==> src/clk_presc_pkg.sv <==
package clk_presc_pkg;

  // Register indices; the byte address is four times the index
  localparam logic [31:0] PRESCALE_IDX = 32'h0000_0061;
  localparam logic [31:0] TRIM_IDX = 32'h0000_0066;
  localparam logic [31:0] ASYNC_IDX = 32'h0000_0070;
  localparam logic [31:0] PRESCALE_ADDR = PRESCALE_IDX << 2;
  localparam logic [31:0] TRIM_ADDR = TRIM_IDX << 2;
  localparam logic [31:0] ASYNC_ADDR = ASYNC_IDX << 2;

  // Prescale register fields
  localparam int PCE_BIT = 7;
  localparam int SEL_MSB = 3;
  localparam int SEL_LSB = 0;
  localparam logic [7:0] UNLOCK_VALUE = 8'h80;
  localparam logic [3:0] SEL_RESET_DIV1 = 4'h0;
  localparam logic [3:0] SEL_RESET_DIV8 = 4'h3;
  localparam logic [3:0] SEL_MAX_CODE = 4'h8;
  localparam logic [2:0] PCE_WINDOW = 3'h4;

  // Trim register fields
  localparam int TRIM_RANGE_BIT = 7;

  // Asynchronous status register fields
  localparam int ASYNC_EXT_BIT = 6;
  localparam int ASYNC_REQ_BIT = 3;
  localparam int ASYNC_PEND_BIT = 1;
  localparam int ASYNC_BLOCK_BIT = 0;

  // AHB encodings
  localparam logic [2:0] HSIZE_WORD = 3'h2;

  typedef enum logic [1:0] {
    REG_NONE,
    REG_PRESCALE,
    REG_TRIM,
    REG_ASYNC
  } reg_t;

  // Reload value of the divider: division factor minus one
  function automatic logic [7:0] divLoad(input logic [3:0] sel);
    logic [8:0] full;
    full = 9'h001 << sel;
    if (sel > SEL_MAX_CODE) begin
      divLoad = 8'hFF;
    end else begin
      divLoad = 8'(full - 9'h001);
    end
  endfunction : divLoad

  // Byte address to register
  function automatic reg_t decodeReg(input logic [31:0] addr);
    if (addr == PRESCALE_ADDR) begin
      decodeReg = REG_PRESCALE;
    end else if (addr == TRIM_ADDR) begin
      decodeReg = REG_TRIM;
    end else if (addr == ASYNC_ADDR) begin
      decodeReg = REG_ASYNC;
    end else begin
      decodeReg = REG_NONE;
    end
  endfunction : decodeReg

endpackage : clk_presc_pkg

==> src/system_clock_prescaler.sv <==
// The implementer's own choice: the AHB-Lite register port.
`timescale 1ns/1ps
`default_nettype none

// Summary of operation
// - Timer oscillator runs only while the internal RC clock is selected.
// - External clock enable bit makes timer pin input take external clock while the timer oscillator runs.
// - Clock-out fuse drives system clock on clock pin, also during reset.
// - Clock pin carries the divided system clock for any source.
// - One division factor drives core, memory and peripheral clock enables.
// - Division changes only at period ends, so no short period appears.
// - New rate starts at the first old period end after the switch is pending.
// - Divider counts on the undivided clock; its count is not readable.
// - Change enable sets only on writes with all other bits zero.
// - Enable clears four cycles later or on code write; code locked otherwise.
// - Unlock written again in window neither restarts nor clears it.
// - Reset loads code 0000, or 0011 with divide-by-eight fuse; enable zero.
// - Any division code may be written at run time, whatever the fuse.
// - Codes 0000 to 1000 divide by two to the code; others reserved.
// - Every reset loads the factory trim value; software may overwrite it.
// - Trim bit 7 chooses low or high frequency range; ranges overlap.
// - Trim bits 6 to 0 raise frequency monotonically within the range.
module system_clock_prescaler (
  input wire logic clock,
  input wire logic rst,
  input wire logic hsel,
  input wire logic [31:0] haddr,
  input wire logic [1:0] htrans,
  input wire logic hwrite,
  input wire logic [2:0] hsize,
  input wire logic [31:0] hwdata,
  input wire logic hready,
  output logic hreadyout,
  output logic hresp,
  output logic [31:0] hrdata,
  input wire logic divEightFuse,
  input wire logic clockOutFuse,
  input wire logic [7:0] factoryTrim,
  input wire logic rcClockSelected,
  output logic coreClockEnable,
  output logic programMemoryClockEnable,
  output logic peripheralIoClockEnable,
  output logic clockOutPin,
  output logic clockOutPinOe,
  output logic [7:0] rcOscillatorTrim,
  output logic trimRangeSelect,
  output logic [6:0] trimValueBits,
  output logic timerOscEnable,
  output logic timerOscExtClock
);

  typedef struct packed {
    logic wrPend;
    clk_presc_pkg::reg_t wrReg;
    logic [31:0] rdData;
    logic pce;
    logic [2:0] pceCount;
    logic [3:0] sel;
    logic [7:0] trim;
    logic extClock;
    logic timerReq;
    logic timerRun;
    logic timerExt;
    logic selWrite;
  } ctrl_state_t;

  ctrl_state_t cur;
  ctrl_state_t next_cur;
  logic accept;
  logic [7:0] wrData;
  logic [3:0] resetSel;
  logic tick;
  logic switchPending;
  clk_presc_pkg::reg_t addrReg;

  // Fuse picks the code loaded at reset
  assign resetSel = divEightFuse ? clk_presc_pkg::SEL_RESET_DIV8 :
    clk_presc_pkg::SEL_RESET_DIV1;

  // Only whole-word transfers on a selected, ready bus are taken
  assign accept = hsel && htrans[1] && hready &&
    (hsize == clk_presc_pkg::HSIZE_WORD);
  assign wrData = hwdata[7:0];
  assign addrReg = clk_presc_pkg::decodeReg(haddr);

  // Register file, unlock sequence and timer oscillator gating
  always_comb begin
    next_cur = cur;
    next_cur.selWrite = 1'b0;
    // Change window times out on its own
    if (cur.pce) begin
      if (cur.pceCount == 3'h0) begin
        next_cur.pce = 1'b0;
      end else begin
        next_cur.pceCount = cur.pceCount - 3'h1;
      end
    end
    // Data phase of a write
    if (cur.wrPend) begin
      case (cur.wrReg)
        clk_presc_pkg::REG_PRESCALE: begin
          if (wrData == clk_presc_pkg::UNLOCK_VALUE) begin
            if (!cur.pce) begin
              next_cur.pce = 1'b1;
              next_cur.pceCount = clk_presc_pkg::PCE_WINDOW - 3'h1;
            end
          end else if (cur.pce && !wrData[clk_presc_pkg::PCE_BIT]) begin
            // Code accepted only inside the window; any code allowed
            next_cur.sel = wrData[clk_presc_pkg::SEL_MSB:
              clk_presc_pkg::SEL_LSB];
            next_cur.pce = 1'b0;
            next_cur.selWrite = 1'b1;
          end
        end
        clk_presc_pkg::REG_TRIM: begin
          next_cur.trim = wrData;
        end
        clk_presc_pkg::REG_ASYNC: begin
          next_cur.extClock = wrData[clk_presc_pkg::ASYNC_EXT_BIT];
          next_cur.timerReq = wrData[clk_presc_pkg::ASYNC_REQ_BIT];
        end
        default: begin
          next_cur.sel = next_cur.sel;
        end
      endcase
    end
    // Pin sharing lets the timer oscillator run only from the RC clock
    next_cur.timerRun = next_cur.timerReq && rcClockSelected;
    next_cur.timerExt = next_cur.extClock && next_cur.timerRun;
    // Address phase
    next_cur.wrPend = accept && hwrite;
    next_cur.wrReg = addrReg;
    next_cur.rdData = 32'h0000_0000;
    if (accept && !hwrite) begin
      case (addrReg)
        clk_presc_pkg::REG_PRESCALE: begin
          next_cur.rdData[clk_presc_pkg::PCE_BIT] = next_cur.pce;
          next_cur.rdData[clk_presc_pkg::SEL_MSB:clk_presc_pkg::SEL_LSB] =
            next_cur.sel;
        end
        clk_presc_pkg::REG_TRIM: begin
          next_cur.rdData[7:0] = next_cur.trim;
        end
        clk_presc_pkg::REG_ASYNC: begin
          next_cur.rdData[clk_presc_pkg::ASYNC_EXT_BIT] = next_cur.extClock;
          next_cur.rdData[clk_presc_pkg::ASYNC_REQ_BIT] = next_cur.timerReq;
          next_cur.rdData[clk_presc_pkg::ASYNC_PEND_BIT] = switchPending;
          next_cur.rdData[clk_presc_pkg::ASYNC_BLOCK_BIT] =
            next_cur.timerReq && !next_cur.timerRun;
        end
        default: begin
          next_cur.rdData = 32'h0000_0000;
        end
      endcase
    end
    // Synchronous reset takes fuse and factory values
    if (rst) begin
      next_cur = '0;
      next_cur.sel = resetSel;
      next_cur.trim = factoryTrim;
    end
  end

  always_ff @(posedge clock) begin
    cur <= next_cur;
  end

  // Glitch-free divider on the undivided clock
  prescale_divider divider (
    .clock(clock),
    .rst(rst),
    .resetSel(resetSel),
    .newSel(cur.sel),
    .newSelValid(cur.selWrite),
    .tick(tick),
    .switchPending(switchPending),
    .activeSel()
  );

  // One enable feeds all three clock domains
  assign coreClockEnable = tick;
  assign programMemoryClockEnable = tick;
  assign peripheralIoClockEnable = tick;

  // Clock output overrides the pin whenever the fuse is set
  assign clockOutPin = tick;
  assign clockOutPinOe = clockOutFuse;

  // Bus answers: zero wait states, always OKAY
  assign hreadyout = 1'b1;
  assign hresp = 1'b0;
  assign hrdata = cur.rdData;

  // Trim value drives the RC oscillator directly
  assign rcOscillatorTrim = cur.trim;
  assign trimRangeSelect = cur.trim[clk_presc_pkg::TRIM_RANGE_BIT];
  assign trimValueBits = cur.trim[6:0];
  assign timerOscEnable = cur.timerRun;
  assign timerOscExtClock = cur.timerExt;
endmodule : system_clock_prescaler

`default_nettype wire

==> src/prescale_divider.sv <==
`timescale 1ns/1ps
`default_nettype none

module prescale_divider (
  input wire logic clock,
  input wire logic rst,
  input wire logic [3:0] resetSel,
  input wire logic [3:0] newSel,
  input wire logic newSelValid,
  output logic tick,
  output logic switchPending,
  output logic [3:0] activeSel
);

  typedef struct packed {
    logic [7:0] count;
    logic [3:0] activeSel;
    logic [3:0] pendSel;
    logic pending;
    logic tick;
    logic [8:0] gap;
    logic [8:0] period;
  } div_state_t;

  div_state_t cur;
  div_state_t next_cur;

  // Down counter on the undivided clock; a new factor only at a period end
  always_comb begin
    next_cur = cur;
    next_cur.tick = (cur.count == 8'h00);
    if (newSelValid) begin
      next_cur.pending = 1'b1;
      next_cur.pendSel = newSel;
    end
    if (cur.count == 8'h00) begin
      if (cur.pending) begin
        next_cur.activeSel = cur.pendSel;
        next_cur.count = clk_presc_pkg::divLoad(cur.pendSel);
        next_cur.pending = newSelValid;
        next_cur.period = {1'b0, clk_presc_pkg::divLoad(cur.pendSel)} + 9'h001;
      end else begin
        next_cur.count = clk_presc_pkg::divLoad(cur.activeSel);
        next_cur.period = {1'b0, clk_presc_pkg::divLoad(cur.activeSel)}
          + 9'h001;
      end
    end else begin
      next_cur.count = cur.count - 8'h01;
    end
    // Cycles since the last tick, for the period check
    if (cur.tick) begin
      next_cur.gap = 9'h001;
    end else if (cur.gap != 9'h1FF) begin
      next_cur.gap = cur.gap + 9'h001;
    end
    // Reset holds the count at zero, so the pulse train runs at full rate
    if (rst) begin
      next_cur = '0;
      next_cur.tick = 1'b1;
      next_cur.activeSel = resetSel;
    end
  end

  always_ff @(posedge clock) begin
    cur <= next_cur;
  end

  assign tick = cur.tick;
  assign switchPending = cur.pending;
  assign activeSel = cur.activeSel;
endmodule : prescale_divider

`default_nettype wire

==> config.mk <==
export PLATFORM = sky130hd
export DESIGN_NAME = system_clock_prescaler
export DESIGN_NICKNAME = d
export VERILOG_FILES = /design/src/clk_presc_pkg.sv /design/src/system_clock_prescaler.sv /design/src/prescale_divider.sv
export SDC_FILE = /design/constraint.sdc
export NUM_CORES = 1
export LEC_CHECK = 0
export BUFFER_PORTS_ARGS = -buffer_cell sky130_fd_sc_hd__buf_4
export CAP_MARGIN = 20
export CORE_MARGIN = 5
export CORE_UTILIZATION = 40
export CTS_CLUSTER_DIAMETER = 150
export DETAILED_ROUTE_END_ITERATION = 12
export GPL_ROUTABILITY_DRIVEN = 0
export PLACE_DENSITY_LB_ADDON = 0.2
export SLEW_MARGIN = 20
export SYNTH_ARGS = -nofsm -noshare
export SYNTH_HDL_FRONTEND = slang
export SYNTH_HIERARCHICAL = 1
export SYNTH_SLANG_ARGS = --single-unit
==> constraint.sdc <==
create_clock -name clock -period 1.65 [get_ports clock]
set_input_delay 0.165 -clock clock [delete_from_list [all_inputs] [get_ports clock]]
set_output_delay 0.165 -clock clock [all_outputs]
set_load 0.05 [all_outputs]
==> flow_summary.yaml <==
critical_path:
  worst_setup_path_end_kind: "register"
  cp-start-kind: "register"
  critPathRequiredTime_ns: 1.66
  reg2regPathDepth: 3
  critPathTopFamily: "simple AND/OR/NAND/NOR gates"
  crit_type: "reg2reg"
  path_depth: 3
  crit_arrival_ns: 1.65
  crit_fanout: 4
  worst_path_largest_cell_delay_ns: 0.54
  worst_path_max_delay_cell: "or4_4"
  cp_cell_sequence: "or4_4, nor3b_4, a21o_1"
  critPathBufInv: 0
drt:
  vias_per_cell: 4.893
  vias: 2657
  drcViolationCount: 0
  ant_nets: 0
  drtPass1Iterations: 4
  wirelength_um: 7335
  drtIter0Drc: 73
  wire_per_inst_um: 13.51
job:
  drv_cap: 0
floorplan:
  ios: 142
  core-area_um2: 7687
  design.die.area_um2: 9730
  die_h_um: 98.64
  initial_core_util_pct: 40.89
  dieWidth_um: 98.64
  rows: 32
power_and_ir_drop:
  peakVddDrop_mv: 0.3992
  total_power_w: 0.003659
  pwr_density_cell_nw_per_um2: 907.3
  leakage_nw: 1.706
sta:
  max_freq_mhz: 606.6
  maxSlewViolCount: 0
  period_needed_ns: 1.649
  worst_clock_skew_ns: 0.01454
  fin_ws_ns: 0.001486
  hold_violations: 0
  setup_violations: 0
  timing.final.crit_share_pct: 99.91
  rsz0062_at_grt: "yes"
  hold_ws_ns: 0.07216
cts:
  cts-root-buf: "clkbuf_8"
  cts.sinks: 50
  cts_tree: "yes"
  cts_buffers: 5
  cts_max_level: 2
  cts.clk_slew.worst_paths_ns: 0.10
  cts.path.max_buffers: 2
  clk-insertion-delay-late_ns: 0.31
grt:
  grt_start_max_net_pins: 20
  grt_use_total_pct: 14.47
  grt_pass1_wl_um: 11740
  antenna_found_initial: 0
  grt_overflow_total: 0
  grt_pass1_vias: 2571
final_layout:
  drive_above_1_share_pct: 40.36
  areaGrowthSynthToFinish_pct: 28.30
  n_fill_cell: 750
  final_net_count: 535
  fin_cells: 543
  antenna_cells: 0
placed_design:
  pre_cts_ws_ns: -0.3324
  hpwl_um: 5936
  io_buffers: 88
  placed_cells: 529
hold_path:
  hold_class: "in2reg"
  hold_depth: 2
logic_synthesis:
  synthCells: 357
  syn_area_um2: 3143
  synth_warnings: 6
  syn_avg_cell_area_um2: 8.804
run_status:
  status: "finished clean"
-- area by class of cell --
class / count / area (µm²) / area share (%)
multi-input combinational: 258 / 1844 / 45.73
clock inverter: 2 / 15.01 / 0.3723
sequential: 50 / 1047 / 25.97
clock buffer: 6 / 82.58 / 2.048
tap: 102 / 127.6 / 3.165
inverter: 7 / 26.28 / 0.6516
timing repair buffer: 118 / 889.6 / 22.06
-- worst reg2reg max path: stages (launching register included) --
cell and delay, ns:
dfxtp_2 0.35, or4_4 0.54, nor3b_4 0.23, a21o_1 0.23
-- through the flow --
stage / area (µm²) / TNS [ns] / util, %
6_report: 4033 / 0 / 52.46
3_5_place_dp: 3825 / -1.779 / 49.76
4_1_cts: 3936 / 0 / 51.20
2_1_floorplan: 3364 / -0.0008445 / -
5_1_grt: 4033 / -0.2514 / 52.46
3_3_place_gp: 3825 / -1.112 / 49.76
-- placed cells by master (no fill, tap or decap), types with 3 or more instances in the layout --
cell type and count:
and2_1 3, nor4_2 3, mux2i_1 12, nand2_1 17
and3_1 3, nor2_2 3, xor2_1 3, nor2b_1 3
and3_2 3, nor3_1 9, edfxtp_1 4, a21boi_0 4
a31oi_1 6, dfxtp_1 41, mux2_2 13, nand3_1 4
ha_4 3, a211oi_1 7, dfxtp_2 5, a21oi_1 20
nor2_1 25, ha_1 5, nand2b_1 6, clkbuf_8 6
inv_1 6, o21ai_0 13, xnor2_1 4, conb_1 28
nand3b_1 9, and2_4 3, buf_4 117
-- metal layers --
metal,global-route usage [%],vias to the layer above,routed length (µm)
met4,3.782,0,72
met5,0,-,0
met3,2.689,4,353
li1,-,1350,-
met1,18.39,1223,3218
met2,25.17,80,3690
-- power by group --
part | switching (W) | total, W | internal [W]
clock | 0.000428 | 0.000775 | 0.000347
combinational | 0.000796 | 0.00142 | 0.000628
sequential | 0.000114 | 0.00146 | 0.00135
total | 0.00134 | 0.00366 | 0.00232
-- repair_timing --
item / 4_1_cts / 5_1_grt
pin swaps: 2 / 5
endpoints found under the setup margin: 5 / 15
endpoints found under the hold margin: 0 / 0
setup buffers: 1 / 5
gates resized for setup: 4 / 10
hold buffers: 0 / 0
-- flip-flops by register name (all words and copies together), names as in the netlist --
| signal | flops |
|---|---|
| divider/tick | 1 |
| divider/switchPending | 1 |
| divider/cur | 12 |
| cur | 14 |
| rcOscillatorTrim | 8 |
| timerOscEnable | 1 |
| divider/activeSel | 4 |
| hrdata | 8 |
| timerOscExtClock | 1 |
-- worst paths after layout --
kind / from / to / slack, ns
worst max-delay path: divider/cur[31] / divider/activeSel[3] / 0.001
worst min-delay path: factoryTrim[6] / rcOscillatorTrim[6] / 0.07
worst max register to register: divider/cur[31] / divider/activeSel[3] / 0.001
worst min register to register: cur[18] / cur[18] / 0.50
(Power assumes the default switching activity.)
